--- config.mk ---
export PLATFORM = sky130hd
export DESIGN_NAME = bcs_bus_start
export DESIGN_NICKNAME = d
export VERILOG_FILES = /design/src/verilog/bcs_bus_start.v /design/src/verilog/bcs_sync2.v
export VERILOG_INCLUDE_DIRS = /design/src /design/src/verilog
export SDC_FILE = /design/constraint.sdc
export NUM_CORES = 1
export LEC_CHECK = 0
export BUFFER_PORTS_ARGS = -buffer_cell sky130_fd_sc_hd__buf_2
export CAP_MARGIN = 20
export CORE_ASPECT_RATIO = 1.4
export CORE_MARGIN = 8
export CORE_UTILIZATION = 45
export DETAILED_ROUTE_END_ITERATION = 10
export GPL_ROUTABILITY_DRIVEN = 0
export MAX_ROUTING_LAYER = met4
export PLACE_DENSITY = 0.75
export SLEW_MARGIN = 5
export SYNTH_ARGS = -nofsm -noshare
export SYNTH_HDL_FRONTEND = slang
export SYNTH_SLANG_ARGS = --single-unit
export TNS_END_PERCENT = 30
--- constraint.sdc ---
create_clock -name core_clk -period 1.55 [get_ports core_clk]
set_input_delay 0.0775 -clock core_clk [delete_from_list [all_inputs] [get_ports core_clk]]
set_output_delay 0.0775 -clock core_clk [all_outputs]
set_load 0.02 [all_outputs]
--- src/verilog/bcs_defines.vh ---
// Constants for the bus cycle start controller
`ifndef BCS_DEFINES_VH
`define BCS_DEFINES_VH

// State codes of the cycle sequencer
`define BCS_ST_IDLE 2'h0
`define BCS_ST_START 2'h1
`define BCS_ST_STROBE 2'h2

// Bytes-remaining size codes {hi,lo}
`define BCS_SIZE_FOUR 2'h0
`define BCS_SIZE_ONE 2'h1
`define BCS_SIZE_TWO 2'h2
`define BCS_SIZE_THREE 2'h3

// Port size codes reported at termination
`define BCS_PORT_NONE 2'h0
`define BCS_PORT_8 2'h1
`define BCS_PORT_16 2'h2
`define BCS_PORT_32 2'h3

// Acknowledge pair {ack1,ack0} meanings
`define BCS_ACK_WAIT 2'h3
`define BCS_ACK_8 2'h2
`define BCS_ACK_16 2'h1
`define BCS_ACK_32 2'h0

// Reset levels of the bus outputs
`define BCS_ADDR_RESET 32'h0000_0000
`define BCS_SPACE_RESET 3'h0
`define BCS_SYNC_RESET 1'h1

// Synchroniser depth on asynchronous inputs
`define BCS_SYNC_STAGES 2

`endif

--- src/verilog/bcs_bus_start.v ---
// Bus cycle start controller: starts, qualifies and ends external bus cycles
// How it works
// - Accept 8, 16 or 32-bit ports by handshake.
// - Asynchronous inputs pass an internal synchroniser.
// - Sampled async levels always resolve high or low.
// - Synchronous termination means 32-bit port, no synchroniser.
// - Start drives address, size, space, direction, early strobe.
// - Cache hit, translation miss, fault abort before strobe.
// - Operand start strobe only on first cycle.
// - Three-bit space code valid while strobe asserted.
// - Size outputs give bytes remaining during strobe.
// - Direction changes only at start, when different.
// - Lock asserted first cycle until last completes.
// - Lock negated before state 0 of next cycle ends.
// - 32 address lines valid while strobe asserted.
// - Address strobe asserted one state after start.
// - Acknowledge pair encodes wait or port width.
//
// One core_clk period is one bus state (half a bus clock), so the
// strobe that follows the start by half a bus clock is one edge later.
// Acknowledge pins are caught on the falling edge and settled on
// the next rising edge; synchronous inputs are read as they stand,
// which is why only 32-bit ports may use them.
`timescale 1ns/1ps
`include "bcs_defines.vh"

module bcs_bus_start #(
  parameter ADDR_W = 32,
  parameter SPACE_W = 3
) (
  input wire core_clk, // Processor clock, 50 MHz
  input wire reset_n, // Asynchronous reset, active low
  input wire req_valid, // Core asks for a bus cycle
  input wire [ADDR_W-1:0] req_addr, // Address of first byte
  input wire [1:0] req_size, // Bytes remaining code
  input wire [SPACE_W-1:0] req_space, // Address space code
  input wire req_write, // 1 write, 0 read
  input wire req_cache_inhibit, // Do not cache this access
  input wire req_first, // First cycle of an operand
  input wire req_locked, // Cycle belongs to a locked sequence
  input wire req_locked_last, // Last cycle of the locked sequence
  input wire cache_hit, // On-chip cache holds the item
  input wire translation_miss, // Translation cache missed
  input wire mapper_fault, // Memory mapper reports a fault
  input wire async_ack0_n, // Asynchronous acknowledge 0 pin
  input wire async_ack1_n, // Asynchronous acknowledge 1 pin
  input wire sync_terminate_n, // Synchronous termination pin
  input wire burst_ack_n, // Burst acknowledge pin
  input wire cache_inhibit_in_n, // Cache inhibit input pin
  output reg req_ready, // Sequencer idle, request may be taken
  output reg cycle_done, // Pulse: cycle terminated
  output reg cycle_aborted, // Pulse: cycle abandoned before strobe
  output reg [1:0] port_size, // Port width of the ended cycle
  output reg ended_sync, // Ended cycle used synchronous termination
  output reg burst_granted, // Burst acknowledge seen at end
  output reg inhibit_seen, // Cache inhibit seen at end
  output reg early_cycle_start_n, // Early cycle start strobe
  output reg operand_start_n, // Operand start strobe
  output reg address_strobe_n, // Address strobe
  output reg [SPACE_W-1:0] space_code, // Address space code
  output reg xfer_size_lo, // Size code, low bit
  output reg xfer_size_hi, // Size code, high bit
  output reg read_write, // Direction, high read, low write
  output reg cache_inhibit_out_n, // Cache inhibit output
  output reg locked_sequence_n, // Locked sequence strobe
  output reg [ADDR_W-1:0] addr_lines // Address bus
);

  // ==========================================================
  // Functions
  // ==========================================================

  // Map acknowledge pair to port width
  function [1:0] ack_port;
    input [1:0] ack;
    begin
      case (ack)
        `BCS_ACK_8: ack_port = `BCS_PORT_8;
        `BCS_ACK_16: ack_port = `BCS_PORT_16;
        `BCS_ACK_32: ack_port = `BCS_PORT_32;
        default: ack_port = `BCS_PORT_NONE;
      endcase
    end
  endfunction

  // Either termination path ends the strobed cycle
  function ends_cycle;
    input sync_n;
    input ack_end;
    begin
      ends_cycle = !sync_n || ack_end;
    end
  endfunction

  // ==========================================================
  // Input sampling
  // ==========================================================

  wire [1:0] ack_sync;
  wire [1:0] ack_port_now;
  wire async_end;
  wire abort_now;

  // Acknowledge pins resolved to clean levels before use
  bcs_sync2 #(
    .WIDTH(2)
  ) u_ack_sync (
    .core_clk(core_clk),
    .reset_n(reset_n),
    .async_in({async_ack1_n, async_ack0_n}),
    .sync_out(ack_sync)
  );

  assign ack_port_now = ack_port(ack_sync);
  assign async_end = (ack_sync != `BCS_ACK_WAIT);
  assign abort_now = cache_hit | translation_miss | mapper_fault;

  // Synchronous inputs skip the synchroniser: the far side holds
  // them steady around every rising edge while the strobe is low

  // ==========================================================
  // Sequencer state
  // ==========================================================

  reg [1:0] state_ff;
  reg [1:0] nxt_state;
  reg lock_last_ff;
  reg nxt_lock_last;

  // Next state
  always @* begin
    nxt_state = state_ff;
    case (state_ff)
      `BCS_ST_IDLE: begin
        if (req_valid) begin
          nxt_state = `BCS_ST_START;
        end
      end
      `BCS_ST_START: begin
        if (abort_now) begin
          nxt_state = `BCS_ST_IDLE;
        end else begin
          nxt_state = `BCS_ST_STROBE;
        end
      end
      `BCS_ST_STROBE: begin
        if (ends_cycle(sync_terminate_n, async_end)) begin
          nxt_state = `BCS_ST_IDLE;
        end
      end
      default: nxt_state = `BCS_ST_IDLE;
    endcase
  end

  // Remember whether this cycle closes the locked sequence
  always @* begin
    nxt_lock_last = lock_last_ff;
    if (state_ff == `BCS_ST_IDLE && req_valid) begin
      nxt_lock_last = req_locked & req_locked_last;
    end
  end

  always @(posedge core_clk or negedge reset_n) begin
    if (!reset_n) begin
      state_ff <= `BCS_ST_IDLE;
      lock_last_ff <= 1'b0;
    end else begin
      state_ff <= nxt_state;
      lock_last_ff <= nxt_lock_last;
    end
  end

  // ==========================================================
  // Bus outputs
  // ==========================================================

  wire take_req;
  wire start_abort;
  wire term_now;

  assign take_req = (state_ff == `BCS_ST_IDLE) && req_valid;
  assign start_abort = (state_ff == `BCS_ST_START) && abort_now;
  assign term_now = (state_ff == `BCS_ST_STROBE) && ends_cycle(sync_terminate_n, async_end);

  // Address and space code set only at cycle start
  always @(posedge core_clk or negedge reset_n) begin
    if (!reset_n) begin
      addr_lines <= `BCS_ADDR_RESET;
      space_code <= `BCS_SPACE_RESET;
    end else if (take_req) begin
      addr_lines <= req_addr;
      space_code <= req_space;
    end
  end

  // Size code of the bytes still to move, set at cycle start
  always @(posedge core_clk or negedge reset_n) begin
    if (!reset_n) begin
      xfer_size_lo <= 1'b0;
      xfer_size_hi <= 1'b0;
    end else if (take_req) begin
      xfer_size_lo <= req_size[0];
      xfer_size_hi <= req_size[1];
    end
  end

  // Direction turns only when the new cycle reverses it
  always @(posedge core_clk or negedge reset_n) begin
    if (!reset_n) begin
      read_write <= 1'b1;
    end else if (take_req && (read_write == req_write)) begin
      read_write <= ~req_write;
    end
  end

  // Cache inhibit output travels with the start
  always @(posedge core_clk or negedge reset_n) begin
    if (!reset_n) begin
      cache_inhibit_out_n <= 1'b1;
    end else if (take_req) begin
      cache_inhibit_out_n <= ~req_cache_inhibit;
    end
  end

  // Start strobes last exactly one state
  always @(posedge core_clk or negedge reset_n) begin
    if (!reset_n) begin
      early_cycle_start_n <= 1'b1;
      operand_start_n <= 1'b1;
    end else begin
      early_cycle_start_n <= ~take_req;
      operand_start_n <= ~(take_req & req_first);
    end
  end

  // Address strobe follows an unaborted start by one state
  // Outside logic keyed on the early start waits for this strobe,
  // since an abort in the start state leaves it high
  always @(posedge core_clk or negedge reset_n) begin
    if (!reset_n) begin
      address_strobe_n <= 1'b1;
    end else if (state_ff == `BCS_ST_START && !abort_now) begin
      address_strobe_n <= 1'b0;
    end else if (term_now) begin
      address_strobe_n <= 1'b1;
    end
  end

  // Locked sequence: set at first cycle, released when last ends
  // A plain request releases a lock left by an aborted last cycle,
  // so the following cycle never starts locked by mistake
  always @(posedge core_clk or negedge reset_n) begin
    if (!reset_n) begin
      locked_sequence_n <= 1'b1;
    end else if (take_req && req_locked) begin
      locked_sequence_n <= 1'b0;
    end else if (take_req && !req_locked) begin
      locked_sequence_n <= 1'b1;
    end else if (term_now && lock_last_ff) begin
      locked_sequence_n <= 1'b1;
    end
  end

  // ==========================================================
  // Core-side answers
  // ==========================================================

  // Termination report; synchronous end means a 32-bit port
  always @(posedge core_clk or negedge reset_n) begin
    if (!reset_n) begin
      cycle_done <= 1'b0;
      cycle_aborted <= 1'b0;
      port_size <= `BCS_PORT_NONE;
      ended_sync <= 1'b0;
      burst_granted <= 1'b0;
      inhibit_seen <= 1'b0;
    end else begin
      cycle_done <= term_now;
      cycle_aborted <= start_abort;
      if (term_now) begin
        if (!sync_terminate_n) begin
          port_size <= `BCS_PORT_32;
          ended_sync <= 1'b1;
        end else begin
          port_size <= ack_port_now;
          ended_sync <= 1'b0;
        end
        burst_granted <= ~burst_ack_n;
        inhibit_seen <= ~cache_inhibit_in_n;
      end
    end
  end

  // Ready when the sequencer will be idle next state
  always @(posedge core_clk or negedge reset_n) begin
    if (!reset_n) begin
      req_ready <= 1'b0;
    end else begin
      req_ready <= (nxt_state == `BCS_ST_IDLE);
    end
  end

endmodule

--- src/verilog/bcs_sync2.v ---
// Two-stage synchroniser for asynchronous input levels
`timescale 1ns/1ps

module bcs_sync2 #(
  parameter WIDTH = 2
) (
  input wire core_clk, // Processor clock
  input wire reset_n, // Asynchronous reset, active low
  input wire [WIDTH-1:0] async_in, // Level from a pin
  output wire [WIDTH-1:0] sync_out // Level resolved to core_clk
);

  reg [WIDTH-1:0] meta_ff;
  reg [WIDTH-1:0] stable_ff;

  // First stage catches the pin on the falling edge; inputs idle high
  always @(negedge core_clk or negedge reset_n) begin
    if (!reset_n) begin
      meta_ff <= {WIDTH{1'b1}};
    end else begin
      meta_ff <= async_in;
    end
  end

  // Second stage settles the level on the rising edge; only it is read
  always @(posedge core_clk or negedge reset_n) begin
    if (!reset_n) begin
      stable_ff <= {WIDTH{1'b1}};
    end else begin
      stable_ff <= meta_ff;
    end
  end

  assign sync_out = stable_ff;

endmodule

; ---- Word-level counts from Yosys, hierarchy flattened
; Index checks and enable logic that the tools add are counted.
[totals]
word_cells = 66
in_bits = 53
ff_bits = 58
[op_classes]
eq_ne = 6
n_bitwise = 10
reduce_logical = 17
mux = 12
[ops]
columns = operator, n
row1 = 2-bit case mux with 3 select lines, 2
row2 = 1-bit logical AND, 8
row3 = 2-bit two-way mux, 4
row4 = 2-bit logical NOT, 3
row5 = 1-bit two-way mux, 6
row6 = 1-bit inverter, 6
row7 = "2-bit by 1-bit == test with 1-bit output, second input constant", 2
row8 = "2-bit == test, second input constant", 2
row9 = 1-bit logical NOT, 3
row10 = 3-bit nonzero test, 1
row11 = 1-bit bitwise AND, 2
row12 = "2-bit != test, second input constant", 1
row13 = 1-bit OR, 2
row14 = 2-bit nonzero test, 1
row15 = 1-bit == test, 1
row16 = 1-bit logical OR, 1

; ---- Depth between registers and ports, before layout
; Gate-level depths: netlist of run 1.
[depth]
word_depth = 7
depth_mapped = 6

; ---- By module
; A second synthesis of run 1 with hierarchy kept.
[unflattened]
cells_unflattened = 218
hier_area_um2 = 2162.1
[by_module_without_submodules]
columns = module, area_per_inst_um2, cells_each, instances
row1 = bcs_bus_start, 2053.2, 213, 1
row2 = bcs_sync2, 108.9, 5, 1

==> results of run 1 <==
[worst max-delay path, stage by stage, from the launching register on]
cell,delay (ns)
dfrtp_1,0.39
or3b_1,0.44
buf_4,0.29
nand2_1,0.13
nand2_1,0.07
[power by group]
group	internal, W	total [W]	switching, W
Combinational	0.000365	0.000975	0.000610
Clock	0.000568	0.00110	0.000533
Sequential	0.00176	0.00188	0.000115
Total	0.00269	0.00395	0.00126
[metrics by stage]
| step | hold slack (ns) | instances |
|---|---|---|
| 2_1_floorplan | -0.218 | 219 |
| 3_3_place_gp | 0.127 | 380 |
| 3_5_place_dp | 0.134 | 380 |
| 4_1_cts | 0.0956 | 443 |
| 5_1_grt | 0.112 | 443 |
| 6_report | 0.111 | 443 |
[registers in the layout, indices dropped and copies added, names as in the netlist, 2 cells and up]
signal / flops
addr_lines: 32
port_size: 2
space_code: 3
state_ff: 2
u_ack_sync.meta_ff: 2
u_ack_sync.sync_out: 2
[final cells by class]
class                           instances  area share
Sequential cell                        58       0.441
Clock buffer                           12      0.0407
Inverter                                2     0.00377
Multi-Input combinational cell        149       0.182
Tap cell                               64      0.0241
Clock inverter                          6     0.00754
Timing Repair Buffer                  152       0.301
[metal layers]
layer  wire length, um  part of all wire  vias to the layer above  track usage
met4               376             0.061                        0        0.144
met1              2250              0.36                      925        0.186
met5                 0                 0                        -            -
li1                  -                 -                      983            -
met3               372             0.060                       32       0.0472
met2              3200              0.52                       91        0.300
[worst min path at each step]
stage                           to         start  slack (ns)
floorplan            addr_lines[0]       reset_n       -0.22
global placement    addr_lines[24]       reset_n        0.13
detailed placement  addr_lines[24]       reset_n        0.13
CTS                    state_ff[1]  mapper_fault         0.1
global route           state_ff[1]  mapper_fault        0.11
finish                 state_ff[1]  mapper_fault        0.11
[cell families (layout without fill, tap and decap cells)]
logic type             after synthesis  after routing
buffers and inverters               12            172
AOI/OAI and AO/OA                   13             13
and+or+nand+nor                    136            136
DFF                                 58             58
[cell usage in the layout (no fill, tap or decap), drive strengths merged]
cell         synthesis  layout
or3                  1       1
and3                 1       1
nor2b                2       2
nand2              124     124
nand2b               2       2
dfstp               10      10
nand3                3       3
buf                  9     106
nor2                 2       2
clkinvlp             0       2
inv                  2       3
o22ai                1       1
o21ai               11      11
dlygate4sd3          0      46
clkbuf               0      12
a22oi                1       1
dfrtp               48      48
or3b                 1       1
clkinv               1       3
[what timing repair did]
item                                   in CTS  in global routing
endpoints found under the hold margin      93                  0
hold buffers                               46                  0
gates resized for setup                     0                  0
==> results.toml, run 1 <==
[status]
status = "completed"

[placed_design]
port_buffers = 103
placed_area_sq_um = 2700
dpl_worst_slack_ns = 0.126
hpwl_mm = 3.85

[drt]
dr_total_vias = 2031
drt_wl_total_mm = 6.20
wl_per_cell_um = 14.0
drc_errors = 0
vias_per_cell = 4.58
firstDrtPassIters = 4
ant_nets = 0
drt_iter0_markers = 101

[timing]
final.setup.worst_slack_ns = 0.105
period_needed_ns = 1.44
finalHoldViolCount = 0
timing.final.crit_share = 0.932
rsz0062_at_grt = "false"
setup_tns_ns = 0
timing.fmax_ghz = 0.692
slew_violations = 0
maxSlewHeadroom = 0.725
setup_viol = 0
tightest_slew_ns = 0.413
fin_skew_ns = 0.0401

[yosys]
synth_fp_nets = 272
synth_top_area_cell = "dfrtp_1"
yosysUniqueCellTypes = 19
synth_commonest_cells = "124 x nand2_1, 48 x dfrtp_1, 10 x dfstp_2, 10 x o21ai_0"
synth-simple-area-share = 0.248
avgSynthCellArea_sq_um = 9.84
ys_seq_elements = 58
synth_cells = 219
yosysWarnings = 0
async_flop_share = 1.00
synth_top_area_frac = 0.557
synth_top_family_by_area = "simple AND/OR/NAND/NOR gates"
synth.mux.area_fraction = 0
synth_xor_xnor_area_share = 0
synth_compound_area_frac = 0.0319
synth-edff-count = 0
ys.flop_type = "dfrtp_1"
netlist_area_sq_um = 2160
ys_seq_area_frac = 0.679
yosys.cell_count.top_type = "nand2_1"
synthTopCellsByArea = "dfrtp_1 56%, nand2_1 22%, dfstp_2 12%"
synthAdderAreaFrac = 0

[cts]
clock_path_buffers = 2
clkSinkCount = 58
cts_setup_buffers = 0
cts-root-buf = "clkbuf_8"
tritoncts = "built"
cts_made_buffers = 9
insertion_delay_ns = 0.36
htree_num_levels = 3
path_clk_slew_ns = 0.06

[run]
max_cap_viol_count = 0

[pwr]
p_leak_nw = 1.81
total_power_w = 0.00395
irDropWorstVdd_v = 0.000738
powerDensity_nw_per_um2 = 1190

[floorplanning]
fp-row-count = 30
chipHeight_um = 97.9
io_pins = 104
die_w_um = 74.5
fp.dieArea_sq_um = 7290
start_util = 0.456
coreArea_sq_um = 4730

[setup_path]
worstSetupStartpoint = "state_ff[0]"
r2r_start = "state_ff[0]"
r2r_cells = 4
worst_ep_required_time_ns = 1.75
r2r-end = "addr_lines[23]"
crit_end = "addr_lines[23]"
crit_type = "flop to flop"
cp.arrival_ns = 1.65
rrSetupSlack_ns = 0.11
cp-end-kind = "flop"
crit_path_start_kind = "flop"
critical_path_peak_fanout = 43

[global_routing]
antenna_found_initial = 0
grt_pass1_vias = 2251
grt_max_degree = 44
grt_use_total = 0.187
grt_pass1_wl_mm = 10.1
grt-ovfl-total = 0

[finish]
multi_input_area_sq_um = 603
drive_gt1_frac = 0.338
num_antenna_cells = 0
regArea_sq_um = 1460
fillers = 352
syn_to_final_growth_pct = 53.9
final_core_util = 0.702
fin_area_sq_um = 3320
nNetsFinal = 427

[worst_hold_path]
whs_path_depth = 3
hold_path.class = "input port to flop"
Power figures use the tool's default switching activity.
==> run 2, diff against run 1 <==
--- a/config.mk
+++ b/config.mk
@@ -9,8 +9,9 @@
 export BUFFER_PORTS_ARGS = -buffer_cell sky130_fd_sc_hd__buf_2
 export CAP_MARGIN = 20
 export CORE_ASPECT_RATIO = 1.4
-export CORE_MARGIN = 8
+export CORE_MARGIN = 1
 export CORE_UTILIZATION = 45
+export CTS_BUF_LIST = sky130_fd_sc_hd__clkbuf_8 sky130_fd_sc_hd__clkbuf_16
 export DETAILED_ROUTE_END_ITERATION = 10
 export GPL_ROUTABILITY_DRIVEN = 0
 export MAX_ROUTING_LAYER = met4
==> constraint.sdc (replaced) <==
create_clock -name core_clk -period 1.55 [get_ports core_clk]
set_input_delay 0.0775 -clock core_clk [delete_from_list [all_inputs] [get_ports core_clk]]
set_output_delay 0.0775 -clock core_clk [all_outputs]
set_load 0.005 [all_outputs]
==> run 2 against run 1 <==
Flip-flop and latch count is the same. Wire length shrank 9.1%. Non-clock buffer count is the same. Core utilization grew 4.0 points. Die area shrank 30%. Clock-buffer cell count is the same. Power grew 1.8%.
==> results.toml, run 2 (synthesis results as in run 1) <==
[status]
status = "completed"

[setup_path]
crit_type = "flop to flop"
max_stage_delay_ns = 0.51
critPathBufInv = 1
path_common_cell = "nand2_1"
cp-end-kind = "flop"
critical_path_peak_fanout = 27
path_delay_family = "simple AND/OR/NAND/NOR gates"
crit_path_start_kind = "flop"
cp_slowest_cell = "or3b_1"
worst_ep_required_time_ns = 1.76
rrSetupSlack_ns = 0.08
cp.arrival_ns = 1.68
crit_path_cell_trace = "or3b_1 -> buf_4 -> nand2_1 -> nand2_1"

[timing]
timing.final.crit_share = 0.948
period_needed_ns = 1.47
tightest_slew_ns = 0.672
maxSlewHeadroom = 0.552
final.setup.worst_slack_ns = 0.0812
rsz0062_at_grt = "false"
slew_violations = 0
fin_skew_ns = 0.0449
setup_tns_ns = 0
timing.fmax_ghz = 0.681
setup_viol = 0
finalHoldViolCount = 0

[drt]
dr_total_vias = 2019
drc_errors = 0
drt_iter0_markers = 89
ant_nets = 0
firstDrtPassIters = 4
vias_per_cell = 4.58
drt_wl_total_mm = 5.63
wl_per_cell_um = 12.8

[placed_design]
dpl_worst_slack_ns = 0.108
port_buffers = 103
dpl.cell_count = 378
hpwl_mm = 3.28

[cts]
cts-root-buf = "clkbuf_8"
htree_num_levels = 3
path_clk_slew_ns = 0.07
clock_path_buffers = 2
cts_made_buffers = 9
insertion_delay_ns = 0.37
clkSinkCount = 58
tritoncts = "built"

[pwr]
seq_power_share = 0.466
sw_frac_of_total = 0.258
power_switching_w = 0.00104
internal_power_w = 0.00298
powerDensity_nw_per_um2 = 1190
p_leak_nw = 1.86
clkPwrFrac = 0.358
irDropWorstVdd_v = 0.000767
pwr-share-comb = 0.176

[finish]
num_antenna_cells = 0
fin_cells = 441
layout_commonest_cell = "nand2_1"
fillers = 333
largest-register = "addr_lines"
largest_reg_flops = 32
largestRegisters = "addr_lines x32, space_code x3"
drive_gt1_frac = 0.348
final_cell_mix = "124 x nand2_1, 103 x buf_2, 48 x dfrtp_1, 46 x dlygate4sd3_1"
nNetsFinal = 427
syn_to_final_growth_pct = 57.2
final_core_util = 0.741

[global_routing]
antenna_found_initial = 0
grt_pass1_vias = 2040
grt_use_total = 0.249
grt_pass1_wl_mm = 8.79
grt-ovfl-total = 0
grt_max_degree = 57

[worst_hold_path]
hold_path.class = "input port to flop"

[floorplanning]
fp.dieArea_sq_um = 5080
fp-row-count = 29
io_pins = 104
start_util = 0.472
coreArea_sq_um = 4570
die_w_um = 60.5
chipHeight_um = 83.9

[run]
max_cap_viol_count = 0
run 2: cell count changes in the layout (fill, tap and decap cells not counted), moves of 2 or more:
cell / before / now
clkinv_1: 2 / 0
clkbuf_1: 3 / 0
clkinv_2: 0 / 3
clkbuf_16: 0 / 3
clkinvlp_2: 2 / 0
run 2: path summary, 6_finish.rpt:
path                               from               endpoint  cells after the start
setup / recovery            state_ff[0]         addr_lines[13]                      4
hold / removal             mapper_fault            state_ff[1]                      3
setup reg to reg            state_ff[0]         addr_lines[13]                      4
hold reg to reg              read_write             read_write                      2
max in group asynchronous       reset_n  u_ack_sync.meta_ff[0]                      2
min in group asynchronous       reset_n           lock_last_ff                      3
run 2: what timing repair did:
| action | 4_1_cts | 5_1_grt |
|---|---|---|
| hold buffers | 46 | 0 |
| hold endpoints to repair | 93 | 0 |
| buffers inserted | 0 | 0 |
| resized for setup | 0 | 2 |
| endpoints found under the setup margin | 0 | 1 |
run 2: metal layers:
metal	wire, um	global-route usage	vias up
li1	-	-	983
met1	2130	0.248	940
met2	3100	0.427	82
met3	237	0.0667	14
met4	164	0.126	0
met5	0	-	-
run 2: cell type report:
class | count | area, sq um | share of cell area
clock buffer | 12 | 199 | 0.0587
clock inverter | 6 | 26.3 | 0.00775
sequential | 58 | 1460 | 0.432
inverter | 2 | 20.0 | 0.00591
tap | 62 | 77.6 | 0.0229
multi-input combinational | 149 | 603 | 0.178
timing repair buffer | 152 | 998 | 0.295
run 2: stage by stage:
step / area (sq um) / hold slack [ns] / power [W]
floorplan: 2160 / -0.218 / 0.00217
global placement: 2700 / 0.213 / 0.00249
detailed placement: 2700 / 0.209 / 0.00252
global route: 3390 / 0.106 / 0.00424
finish: 3390 / 0.0894 / 0.00402
CTS: 3380 / 0.0760 / 0.00405
run 2: power by group through the flow:
stage                     sequential (W)  combinational (W)   clock, W
after floorplan                  0.00191           0.000243  0.0000121
after detailed placement         0.00189           0.000613  0.0000121
after global routing             0.00190           0.000799    0.00155
after global placement           0.00188           0.000595  0.0000121
after CTS                        0.00187           0.000704    0.00148
final                            0.00188           0.000709    0.00144
run 2: worst register-to-register path, cell delays in order, from the launching register on:
cell and delay [ns]:
dfrtp_1 0.40, or3b_1 0.51, buf_4 0.28, nand2_1 0.10, nand2_1 0.06
